**src/level_switch_pkg.sv**
```systemverilog
/*
 * Shared constants of the level switch operator menu: timebase, hold times,
 * selector positions, key patterns, setting steps and reset values, register map.
 * Assumes a single 20 MHz clock and a synchronous active-high reset.
 */
package level_switch_pkg;

   // timebase
   localparam int CLK_HZ          = 20_000_000;
   localparam int TICK_MS         = 100;
   localparam int TICK_CYCLES_DEF = CLK_HZ / 1000 * TICK_MS;

   // times in milliseconds
   localparam int HOLD_MS     = 2000;
   localparam int CALRST_MS   = 10000;
   localparam int FACTORY_MS  = 20000;
   localparam int BLINK_MS    = 5000;
   localparam int FLASH_MS    = 500;
   localparam int CONFIRM_MS  = 1000;
   localparam int DLY0_MS     = 300;
   localparam int DLY1_MS     = 1500;
   localparam int DLY2_MS     = 5000;
   localparam int DLY3_MS     = 10000;

   // times in ticks, least times rounded up
   localparam int TIME_W = 8;
   localparam logic [TIME_W-1:0] HOLD_TICKS    = TIME_W'((HOLD_MS + TICK_MS - 1) / TICK_MS);
   localparam logic [TIME_W-1:0] CALRST_TICKS  = TIME_W'((CALRST_MS + TICK_MS - 1) / TICK_MS);
   localparam logic [TIME_W-1:0] FACTORY_TICKS = TIME_W'((FACTORY_MS + TICK_MS - 1) / TICK_MS);
   localparam logic [TIME_W-1:0] BLINK_TICKS   = TIME_W'((BLINK_MS + TICK_MS - 1) / TICK_MS);
   localparam logic [TIME_W-1:0] FLASH_TICKS   = TIME_W'((FLASH_MS + TICK_MS - 1) / TICK_MS);
   localparam logic [TIME_W-1:0] CONFIRM_TICKS = TIME_W'((CONFIRM_MS + TICK_MS - 1) / TICK_MS);
   localparam logic [TIME_W-1:0] DLY0_TICKS    = TIME_W'((DLY0_MS + TICK_MS - 1) / TICK_MS);
   localparam logic [TIME_W-1:0] DLY1_TICKS    = TIME_W'((DLY1_MS + TICK_MS - 1) / TICK_MS);
   localparam logic [TIME_W-1:0] DLY2_TICKS    = TIME_W'((DLY2_MS + TICK_MS - 1) / TICK_MS);
   localparam logic [TIME_W-1:0] DLY3_TICKS    = TIME_W'((DLY3_MS + TICK_MS - 1) / TICK_MS);

   // function selector positions 1..8 encoded 0..7
   localparam int SEL_W = 3;
   localparam logic [SEL_W-1:0] POS_OPER     = 3'h0;
   localparam logic [SEL_W-1:0] POS_CAL      = 3'h1;
   localparam logic [SEL_W-1:0] POS_SP       = 3'h2;
   localparam logic [SEL_W-1:0] POS_RANGE    = 3'h3;
   localparam logic [SEL_W-1:0] POS_DELAY    = 3'h4;
   localparam logic [SEL_W-1:0] POS_SELFTEST = 3'h5;
   localparam logic [SEL_W-1:0] POS_FAILSAFE = 3'h6;
   localparam logic [SEL_W-1:0] POS_DATA     = 3'h7;

   // key patterns {plus, minus}
   localparam logic [1:0] KEY_NONE  = 2'h0;
   localparam logic [1:0] KEY_MINUS = 2'h1;
   localparam logic [1:0] KEY_PLUS  = 2'h2;
   localparam logic [1:0] KEY_BOTH  = 2'h3;

   // settings: switchpoint 2/4/8/16/32 pF, delay 0.3/1.5/5/10 s
   localparam int SP_IDX_W  = 3;
   localparam int DLY_IDX_W = 2;
   localparam logic [SP_IDX_W-1:0]  SP_RESET_IDX   = 3'h0;
   localparam logic [SP_IDX_W-1:0]  SP_MAX_IDX     = 3'h4;
   localparam logic [DLY_IDX_W-1:0] DLY_RESET_IDX  = 2'h1;
   localparam logic [DLY_IDX_W-1:0] DLY_MAX_IDX    = 2'h3;
   localparam logic RANGE_500      = 1'b0;
   localparam logic RANGE_1600     = 1'b1;
   localparam logic RANGE_RESET    = RANGE_500;
   localparam logic FAILSAFE_MIN   = 1'b0;
   localparam logic FAILSAFE_MAX   = 1'b1;
   localparam logic FAILSAFE_RESET = FAILSAFE_MAX;
   localparam logic SELFTEST_RESET = 1'b0;

   // indicators
   localparam int LED_W    = 6;
   localparam int LED_SW   = 5;
   localparam logic [4:0] LED_ALL5 = 5'h1F;

   // register map
   localparam int ADDR_W = 8;
   localparam int DATA_W = 32;
   localparam logic [ADDR_W-1:0] ADDR_STATUS   = 8'h00;
   localparam logic [ADDR_W-1:0] ADDR_SETTINGS = 8'h04;
   localparam logic [ADDR_W-1:0] ADDR_INT_STAT = 8'h08;
   localparam logic [ADDR_W-1:0] ADDR_INT_MASK = 8'h0C;
   localparam logic [ADDR_W-1:0] ADDR_CONTROL  = 8'h10;
   localparam int STATUS_USED   = 10;
   localparam int SETTINGS_USED = 8;

   // interrupt status bits and control register test bit
   localparam int INT_W       = 4;
   localparam int INT_ACCEPT  = 0;
   localparam int INT_REFUSED = 1;
   localparam int INT_SWITCH  = 2;
   localparam int INT_DAMAGE  = 3;
   localparam int CTRL_TEST   = 0;

   typedef enum logic [1:0] {LOOP_HIGH, LOOP_LOW, LOOP_FAULT, LOOP_OPEN} loop_t;

endpackage

```
**src/key_hold_timer.sv**
```systemverilog
/*
 * Key hold timer: counts timebase ticks while one key pattern stays pressed.
 * Assumes keys are synchronous to clk and tick is a one-cycle pulse.
 */
`timescale 1ns/1ps
module key_hold_timer
   import level_switch_pkg::*;
#(
   parameter int CNT_W = TIME_W
)
(
   // clock and reset
   input  wire logic             clk,
   input  wire logic             sys_rst,
   // timebase and keys
   input  wire logic             tick,
   input  wire logic [1:0]       keys,
   // hold state
   output logic      [CNT_W-1:0] hold_ticks,
   output logic      [1:0]       hold_keys,
   output logic                  hold_adv
);

   // any change of the pattern restarts the count, so a late second key
   // does not inherit the time of the first one
   always_ff @(posedge clk) begin
      if (sys_rst) begin
         hold_keys  <= KEY_NONE;
         hold_ticks <= '0;
         hold_adv   <= 1'b0;
      end else if (keys != hold_keys) begin
         hold_keys  <= keys;
         hold_ticks <= '0;
         hold_adv   <= 1'b0;
      end else if (tick && keys != KEY_NONE && hold_ticks != '1) begin
         hold_ticks <= hold_ticks + 1'b1;
         hold_adv   <= 1'b1;
      end else begin
         hold_adv   <= 1'b0;
      end
   end

endmodule

```
**src/level_switch_operator_menu.sv**
```systemverilog
/*
 * Operator menu and loop output control of a capacitive point level switch:
 * selector and key decoding, settings, calibration flags, six indicators,
 * two-wire loop state, register port with sticky interrupts.
 * Assumes all inputs synchronous to the 20 MHz clk; keys are debounced outside.
 */
`timescale 1ns/1ps
// Function
// - loop drops from high to low current when the level limit is detected
// - test key held opens the loop output
// - sensor damage forces the fault level below 1 mA
// - green operational LED blinks once every five seconds
// - eight selector positions decoded, each except the data position (8) with at least one key function
// - lit LEDs and their meaning follow the selector position
// - key action taken only after a 2 s hold, then LEDs confirm it
// - switching LED follows output state under the selected fail-safe mode
// - switching LED flashes while no calibration exists
// - factory defaults: 2 pF, 500 pF, 1.5 s, self-test off, MAX mode
// - while safety-locked, settings changes are refused until unlocked
// - at first start output safe and switching LED flashes until calibrated
module level_switch_operator_menu
   import level_switch_pkg::*;
#(
   parameter int TICK_CYCLES = TICK_CYCLES_DEF
)
(
   // clock and reset
   input  wire logic              clk,
   input  wire logic              sys_rst,
   // operator controls
   input  wire logic [SEL_W-1:0]  selector,
   input  wire logic              key_minus,
   input  wire logic              key_plus,
   input  wire logic              test_key,
   // measurement
   input  wire logic              probe_covered,
   input  wire logic              sensor_damage,
   // register port
   input  wire logic [ADDR_W-1:0] reg_addr,
   input  wire logic [DATA_W-1:0] reg_wdata,
   input  wire logic              reg_wr,
   input  wire logic              reg_rd,
   output logic      [DATA_W-1:0] reg_rdata,
   // outputs
   output logic      [LED_W-1:0]  led,
   output loop_t                  loop_state,
   output logic                   irq
);

   localparam int PRE_W = $clog2(TICK_CYCLES);

   logic [PRE_W-1:0]     pre_reg;
   logic                 tick_reg;
   logic [TIME_W-1:0]    hold_ticks;
   logic [1:0]           hold_keys;
   logic                 hold_adv;
   logic [SP_IDX_W-1:0]  sp_idx_reg;
   logic [DLY_IDX_W-1:0] dly_idx_reg;
   logic                 range_reg;
   logic                 selftest_reg;
   logic                 failsafe_reg;
   logic                 locked_reg;
   logic                 cal_empty_reg;
   logic                 cal_full_reg;
   logic                 calibrated;
   logic                 act_short;
   logic                 cal_clear_act;
   logic                 factory_act;
   logic                 unlock_act;
   logic                 change_req;
   logic                 refused;
   logic                 accepted;
   logic                 safe_raw;
   logic                 applied_reg;
   logic [TIME_W-1:0]    dcnt_reg;
   logic                 switch_now;
   logic [TIME_W-1:0]    blink_reg;
   logic [TIME_W-1:0]    flash_cnt_reg;
   logic                 flash_reg;
   logic [TIME_W-1:0]    confirm_reg;
   logic                 damage_d_reg;
   logic                 ctrl_test_reg;
   logic [INT_W-1:0]     int_stat_reg;
   logic [INT_W-1:0]     int_mask_reg;
   logic [INT_W-1:0]     events;
   logic [INT_W-1:0]     int_clr;
   loop_t                loop_next;
   logic [LED_W-1:0]     led_next;
   logic [DATA_W-1:0]    rdata_next;

   function automatic logic [4:0] onehot_led(input logic [SP_IDX_W-1:0] i);
      onehot_led = 5'h01 << i;
   endfunction

   function automatic logic [TIME_W-1:0] delay_ticks(input logic [DLY_IDX_W-1:0] i);
      unique case (i)
         2'h0: delay_ticks = DLY0_TICKS;
         2'h1: delay_ticks = DLY1_TICKS;
         2'h2: delay_ticks = DLY2_TICKS;
         2'h3: delay_ticks = DLY3_TICKS;
      endcase
   endfunction

   // tenth-second timebase; TICK_CYCLES must be at least 2
   always_ff @(posedge clk) begin
      if (sys_rst) begin
         pre_reg  <= '0;
         tick_reg <= 1'b0;
      end else if (pre_reg == PRE_W'(TICK_CYCLES - 1)) begin
         pre_reg  <= '0;
         tick_reg <= 1'b1;
      end else begin
         pre_reg  <= pre_reg + 1'b1;
         tick_reg <= 1'b0;
      end
   end

   key_hold_timer #(.CNT_W(TIME_W)) u_hold (
      .clk        (clk),
      .sys_rst    (sys_rst),
      .tick       (tick_reg),
      .keys       ({key_plus, key_minus}),
      .hold_ticks (hold_ticks),
      .hold_keys  (hold_keys),
      .hold_adv   (hold_adv)
   );

   // action decode: short hold acts once, long holds act at their own mark
   always_comb begin
      act_short     = hold_adv && hold_ticks == HOLD_TICKS;
      cal_clear_act = hold_adv && hold_ticks == CALRST_TICKS && hold_keys == KEY_BOTH && selector == POS_CAL;
      factory_act   = hold_adv && hold_ticks == FACTORY_TICKS && hold_keys == KEY_BOTH && selector == POS_OPER;
      unlock_act    = act_short && hold_keys == KEY_BOTH && selector == POS_FAILSAFE;
      change_req    = (act_short && !unlock_act && selector != POS_OPER && selector != POS_DATA)
                      || cal_clear_act || factory_act;
      refused       = change_req && locked_reg;
      accepted      = (change_req && !locked_reg) || unlock_act;
      calibrated    = cal_empty_reg || cal_full_reg;
   end

   // settings; any change is blocked while locked
   always_ff @(posedge clk) begin
      if (sys_rst || (factory_act && !locked_reg)) begin
         sp_idx_reg   <= SP_RESET_IDX;
         dly_idx_reg  <= DLY_RESET_IDX;
         range_reg    <= RANGE_RESET;
         selftest_reg <= SELFTEST_RESET;
         failsafe_reg <= FAILSAFE_RESET;
      end else if (act_short && !locked_reg) begin
         unique case (selector)
            POS_SP: begin
               if (hold_keys == KEY_MINUS && sp_idx_reg != '0)
                  sp_idx_reg <= sp_idx_reg - 1'b1;
               else if (hold_keys == KEY_PLUS && sp_idx_reg != SP_MAX_IDX)
                  sp_idx_reg <= sp_idx_reg + 1'b1;
            end
            POS_RANGE: begin
               if (hold_keys == KEY_MINUS)
                  range_reg <= RANGE_1600;
               else if (hold_keys == KEY_PLUS)
                  range_reg <= RANGE_500;
            end
            POS_DELAY: begin
               if (hold_keys == KEY_MINUS && dly_idx_reg != '0)
                  dly_idx_reg <= dly_idx_reg - 1'b1;
               else if (hold_keys == KEY_PLUS && dly_idx_reg != DLY_MAX_IDX)
                  dly_idx_reg <= dly_idx_reg + 1'b1;
            end
            POS_SELFTEST: begin
               if (hold_keys == KEY_BOTH)
                  selftest_reg <= !selftest_reg;
            end
            POS_FAILSAFE: begin
               if (hold_keys == KEY_MINUS)
                  failsafe_reg <= FAILSAFE_MIN;
               else if (hold_keys == KEY_PLUS)
                  failsafe_reg <= FAILSAFE_MAX;
            end
            POS_OPER, POS_CAL, POS_DATA: begin
            end
         endcase
      end
   end

   // safety lock toggles only from the fail-safe position
   always_ff @(posedge clk) begin
      if (sys_rst)
         locked_reg <= 1'b0;
      else if (unlock_act)
         locked_reg <= !locked_reg;
   end

   // calibration points; the present probe state is the reference
   always_ff @(posedge clk) begin
      if (sys_rst || (!locked_reg && (cal_clear_act || factory_act))) begin
         cal_empty_reg <= 1'b0;
         cal_full_reg  <= 1'b0;
      end else if (act_short && !locked_reg && selector == POS_CAL) begin
         if (hold_keys == KEY_MINUS)
            cal_empty_reg <= 1'b1;
         else if (hold_keys == KEY_PLUS)
            cal_full_reg <= 1'b1;
      end
   end

   // limit: covered in MAX mode, uncovered in MIN mode, after the switching delay
   always_comb begin
      safe_raw   = (failsafe_reg == FAILSAFE_MAX) ? probe_covered : !probe_covered;
      switch_now = tick_reg && safe_raw != applied_reg && (dcnt_reg + 1'b1) >= delay_ticks(dly_idx_reg);
   end

   always_ff @(posedge clk) begin
      if (sys_rst) begin
         applied_reg <= 1'b0;
         dcnt_reg    <= '0;
      end else if (safe_raw == applied_reg) begin
         dcnt_reg    <= '0;
      end else if (switch_now) begin
         applied_reg <= safe_raw;
         dcnt_reg    <= '0;
      end else if (tick_reg) begin
         dcnt_reg    <= dcnt_reg + 1'b1;
      end
   end

   // loop priority: open test, then fault, then safe low
   always_comb begin
      if (test_key || ctrl_test_reg)
         loop_next = LOOP_OPEN;
      else if (sensor_damage)
         loop_next = LOOP_FAULT;
      else if (!calibrated)
         loop_next = LOOP_LOW;
      else if (applied_reg)
         loop_next = LOOP_LOW;
      else
         loop_next = LOOP_HIGH;
   end

   // blink, flash and confirmation timers
   always_ff @(posedge clk) begin
      if (sys_rst) begin
         blink_reg     <= '0;
         flash_cnt_reg <= '0;
         flash_reg     <= 1'b0;
      end else if (tick_reg) begin
         blink_reg <= (blink_reg == BLINK_TICKS - 1'b1) ? '0 : blink_reg + 1'b1;
         if (flash_cnt_reg == FLASH_TICKS - 1'b1) begin
            flash_cnt_reg <= '0;
            flash_reg     <= !flash_reg;
         end else begin
            flash_cnt_reg <= flash_cnt_reg + 1'b1;
         end
      end
   end

   always_ff @(posedge clk) begin
      if (sys_rst)
         confirm_reg <= '0;
      else if (!locked_reg && (cal_clear_act || factory_act))
         confirm_reg <= CONFIRM_TICKS;
      else if (tick_reg && confirm_reg != '0)
         confirm_reg <= confirm_reg - 1'b1;
   end

   // indicator pattern per selector position
   always_comb begin
      led_next = '0;
      if (!calibrated)
         led_next[LED_SW] = flash_reg;
      else
         led_next[LED_SW] = (loop_state == LOOP_HIGH);
      unique case (selector)
         POS_OPER:
            led_next[4:0] = {1'b0, locked_reg && failsafe_reg == FAILSAFE_MAX, sensor_damage && flash_reg,
                             locked_reg && failsafe_reg == FAILSAFE_MIN, blink_reg == '0};
         POS_CAL:
            led_next[4:0] = {cal_full_reg, 3'h0, cal_empty_reg};
         POS_SP:
            led_next[4:0] = onehot_led(sp_idx_reg);
         POS_RANGE:
            led_next[4:0] = {3'h0, range_reg == RANGE_1600, range_reg == RANGE_500};
         POS_DELAY:
            led_next[4:0] = onehot_led({1'b0, dly_idx_reg});
         POS_SELFTEST:
            led_next[4:0] = {selftest_reg && flash_reg, 4'h0};
         POS_FAILSAFE:
            led_next[4:0] = {failsafe_reg == FAILSAFE_MAX, locked_reg && failsafe_reg == FAILSAFE_MAX,
                             1'b0, locked_reg && failsafe_reg == FAILSAFE_MIN, failsafe_reg == FAILSAFE_MIN};
         POS_DATA:
            led_next[4:0] = 5'h00;
      endcase
      if (confirm_reg != '0)
         led_next[4:0] = LED_ALL5;
   end

   always_ff @(posedge clk) begin
      if (sys_rst) begin
         led        <= '0;
         loop_state <= LOOP_LOW;
      end else begin
         led        <= led_next;
         loop_state <= loop_next;
      end
   end

   // interrupt events; a new event wins over a same-cycle clear
   always_comb begin
      events              = '0;
      events[INT_ACCEPT]  = accepted;
      events[INT_REFUSED] = refused;
      events[INT_SWITCH]  = switch_now;
      events[INT_DAMAGE]  = sensor_damage && !damage_d_reg;
      int_clr             = (reg_wr && reg_addr == ADDR_INT_STAT) ? reg_wdata[INT_W-1:0] : '0;
   end

   always_ff @(posedge clk) begin
      if (sys_rst) begin
         int_stat_reg <= '0;
         damage_d_reg <= 1'b0;
         irq          <= 1'b0;
      end else begin
         int_stat_reg <= (int_stat_reg & ~int_clr) | events;
         damage_d_reg <= sensor_damage;
         irq          <= |(int_stat_reg & int_mask_reg);
      end
   end

   // register writes
   always_ff @(posedge clk) begin
      if (sys_rst) begin
         int_mask_reg  <= '0;
         ctrl_test_reg <= 1'b0;
      end else if (reg_wr) begin
         if (reg_addr == ADDR_INT_MASK)
            int_mask_reg <= reg_wdata[INT_W-1:0];
         if (reg_addr == ADDR_CONTROL)
            ctrl_test_reg <= reg_wdata[CTRL_TEST];
      end
   end

   // register reads, unmapped addresses read zero
   always_comb begin
      rdata_next = '0;
      unique case (reg_addr)
         ADDR_STATUS:
            rdata_next = {(DATA_W - STATUS_USED)'(0), cal_full_reg, cal_empty_reg, selector,
                          applied_reg, locked_reg, calibrated, loop_state};
         ADDR_SETTINGS:
            rdata_next = {(DATA_W - SETTINGS_USED)'(0), failsafe_reg, selftest_reg, range_reg,
                          dly_idx_reg, sp_idx_reg};
         ADDR_INT_STAT: rdata_next = {(DATA_W - INT_W)'(0), int_stat_reg};
         ADDR_INT_MASK: rdata_next = {(DATA_W - INT_W)'(0), int_mask_reg};
         ADDR_CONTROL:  rdata_next = {(DATA_W - 1)'(0), ctrl_test_reg};
         default:       rdata_next = '0;
      endcase
   end

   always_ff @(posedge clk) begin
      if (sys_rst)
         reg_rdata <= '0;
      else
         reg_rdata <= reg_rd ? rdata_next : '0;
   end
endmodule

```
**config.mk**
```make
export PLATFORM = sky130hd
export DESIGN_NAME = level_switch_operator_menu
export DESIGN_NICKNAME = d
export VERILOG_FILES = /design/src/level_switch_pkg.sv /design/src/key_hold_timer.sv /design/src/level_switch_operator_menu.sv
export SDC_FILE = /design/constraint.sdc
export NUM_CORES = 1
export LEC_CHECK = 0
export ABC_AREA = 1
export ABC_CLOCK_PERIOD_IN_PS = 3400
export BUFFER_PORTS_ARGS = -buffer_cell sky130_fd_sc_hd__buf_2
export CAP_MARGIN = 5
export CORE_ASPECT_RATIO = 0.9
export CORE_UTILIZATION = 30
export CTS_CLUSTER_SIZE = 28
export DETAILED_ROUTE_END_ITERATION = 16
export GPL_TIMING_DRIVEN = 0
export PLACE_DENSITY = 0.58
export SYNTH_ARGS = -nofsm -noshare
export SYNTH_HDL_FRONTEND = slang
export SYNTH_HIERARCHICAL = 1
export SYNTH_SLANG_ARGS = --single-unit
```
**constraint.sdc**
```tcl
create_clock -name clk -period 3.4 [get_ports clk]
set_input_delay 0.68 -clock clk [delete_from_list [all_inputs] [get_ports clk]]
set_output_delay 0.68 -clock clk [all_outputs]
set_load 0.01 [all_outputs]
```
==> impl_metrics.py <==
metrics = {
    "clock_tree": {
        "htree_levels": 3,
        "worstSkewPairLatency_ps": 360,
        "cts-hold-fix-buffers": 0,
        "post_cts_buffers": 0,
        "cts_buffers": 9,
        "cts.path.max_buffers": 2,
        "clkSinkCount": 107,
        "cts.clk_slew.worst_paths_ps": 80,
        "cts_tree": "yes",
        "cts_resized": 0,
        "root_buffer": "clkbuf_16",
    },
    "timing": {
        "slew_viol_final": 0,
        "hold_viol_final": 0,
        "setup_ws_ps": 1280,
        "skew_ps": 10.4,
        "fmax_ghz": 0.472,
        "worst_pin_slew_ps": 623,
        "finalSetupViolCount": 0,
        "rsz0062_at_grt": "no",
        "slew_headroom": 0.585,
        "fin_crit_sh": 0.623,
        "layout_min_cycle_time_ps": 2120,
        "finalSetupTns_ps": 0,
    },
    "synthesis": {
        "ys_types": 48,
        "synth_area_per_cell_sq_um": 7.19,
        "synth_area_sq_um": 5810,
        "ys_seq_area_frac": 0.368,
        "syn_inst": 809,
        "synth_seq_cells": 107,
        "yosysWarnings": 6,
    },
    "cells_and_area": {
        "final_common_cell": "nand2_1",
        "n_antenna_cell": 0,
        "fin_util": 0.360,
        "largest_register_ffs": 21,
        "syn_to_final_growth_pct": 15.8,
        "layout_common_cells": "138 x nand2_1, 111 x nor2_1, 110 x inv_1",
        "fillerInstances": 2021,
        "drive_gt1_frac": 0.138,
        "fin_nets": 961,
    },
    "drt": {
        "wl_um": 13300,
        "post_drt_wl_per_cell_um": 11.7,
        "dr.first_iter.drc_count": 386,
        "met1_length_um": 6990,
        "vias": 5096,
        "dr_wl_met3_um": 621,
        "top_layer_used": "met4",
        "drc_errors": 0,
        "routed-wl-met2_um": 5510,
        "antenna_left": 0,
        "dr.pass1.iters": 4,
        "via_per_inst": 4.51,
    },
    "worst_setup_path": {
        "criticalPathCategory": "flip-flop to flip-flop",
        "endpoint_kind": "flip-flop",
        "worst_setup_path_start_kind": "flip-flop",
        "worstPathArrival_ps": 2420,
        "critical_path_required_ps": 3700,
        "critical_path.max_fanout": 8,
    },
    "grt": {
        "grt_pass1_wl_um": 22200,
        "grt_max_degree": 19,
        "gr-usage-all-layers": 0.139,
        "antenna_found_initial": 0,
        "grt_pass1_vias": 4682,
        "grt_overflow": 0,
    },
    "place": {
        "hpwl_um": 10200,
        "gp_congestion": 0.868,
        "portBuffers": 40,
        "post-place-ws_ps": 1280,
    },
    "floorplan": {
        "die_h_um": 134,
        "coreArea_sq_um": 18700,
        "dieArea_sq_um": 19900,
        "num_rows": 47,
        "pin_count": 93,
        "dieWidth_um": 149,
        "start_util": 0.311,
    },
    "run": {
        "max_cap_violations": 0,
    },
    "status": {
        "status": "finished, final reports clean",
    },
    "power": {
        "total_power_mw": 2.59,
        "leakage_nw": 2.89,
        "ir_drop_mv": 0.220,
        "power.density_nw_per_um2": 384,
    },
    "hold_path": {
        "holdCritPathClass": "flip-flop to flip-flop",
    },
}
-- through the flow --
step / std cells / hold slack, ps / instance area, sq um
floorplan: 830 / 429 / 5890
global placement: 1115 / 442 / 6400
detailed placement: 1115 / 446 / 6400
CTS: 1131 / 464 / 6730
global route: 1131 / 489 / 6730
finish: 1131 / 464 / 6730
-- cell families after synthesis --
| family | Yosys count | synth area share |
|---|---|---|
| and+or+nand+nor | 386 | 0.309 |
| other | 1 | 0.000645 |
| muxes | 2 | 0.00344 |
| AOI/OAI and AO/OA | 105 | 0.101 |
| buffers and inverters | 152 | 0.114 |
| DFF | 107 | 0.368 |
| xor gates and xnor gates | 28 | 0.0422 |
| adders and majority gates | 28 | 0.0615 |
-- where the power goes --
part / total, mW / internal (mW) / switching [mW]
clock: 1.18 / 0.676 / 0.503
sequential: 1.27 / 1.26 / 0.00717
combinational: 0.140 / 0.0494 / 0.0906
total: 2.59 / 1.99 / 0.601
-- Yosys cell counts, drive strengths merged --
cell type | n | share of area
nor3b | 10 | 0.013
a41oi | 3 | 0.0045
fa | 1 | 0.0034
nand2 | 147 | 0.10
nor2 | 120 | 0.085
ha | 27 | 0.058
nor3 | 21 | 0.023
a221oi | 2 | 0.0030
nor4 | 8 | 0.0097
o2111ai | 1 | 0.0015
xor2 | 20 | 0.030
nand3b | 1 | 0.0013
o21a | 1 | 0.0013
inv | 118 | 0.076
or2 | 4 | 0.0043
nand3 | 59 | 0.054
o22ai | 4 | 0.0043
xnor2 | 8 | 0.012
a31oi | 3 | 0.0032
clkinv | 1 | 0.00064
nor2b | 1 | 0.0011
o211ai | 2 | 0.0026
a21oi | 45 | 0.039
o21ai | 38 | 0.033
o21bai | 2 | 0.0026
mux2i | 2 | 0.0034
conb | 1 | 0.00064
clkbuf | 5 | 0.0032
dfxtp | 107 | 0.37
buf | 28 | 0.034
nand4 | 15 | 0.017
a211oi | 4 | 0.0052
-- critical path, stage by stage (launching register included) --
cell and delay [ps]:
dfxtp_1 430, ha_1 240, nand3_1 110, xor2_1 190, inv_1 70, ha_1 190, a21oi_1 140, nor2_1 50
nor3_1 170, nand2_1 120, nand2_2 100, nand2_2 120, nor2_1 120
-- area by class of cell --
cell class	instances	area, sq um	share of cell area
plain buffers	33	216	0.0322
clock buffers	10	239	0.0355
clock inverters	6	93.8	0.0139
inverters	119	447	0.0663
multi-input cells	571	3090	0.459
flip-flops and latches	107	2140	0.318
well taps	245	307	0.0455
repair buffers	40	200	0.0297
-- routing by layer --
layer  up-vias  GRT usage
met1      2264      0.195
li1       2709          -
met5         -          0
met4         0     0.0437
met2       108      0.210
met3        15     0.0330
-- path summary, 6_finish.rpt --
path                            slack (ps)  cells past startpoint                       end                     start
worst max-delay path                  1280                     12  dcnt_reg[2]$_SDFFE_PP0P_  dcnt_reg[0]$_SDFFE_PP0P_
worst min-delay path                   460                      1     pre_reg[0]$_SDFF_PP0_     pre_reg[0]$_SDFF_PP0_
worst max register to register        1280                     12  dcnt_reg[2]$_SDFFE_PP0P_  dcnt_reg[0]$_SDFFE_PP0P_
worst min register to register         460                      1     pre_reg[0]$_SDFF_PP0_     pre_reg[0]$_SDFF_PP0_
(Power assumes the default switching activity.)
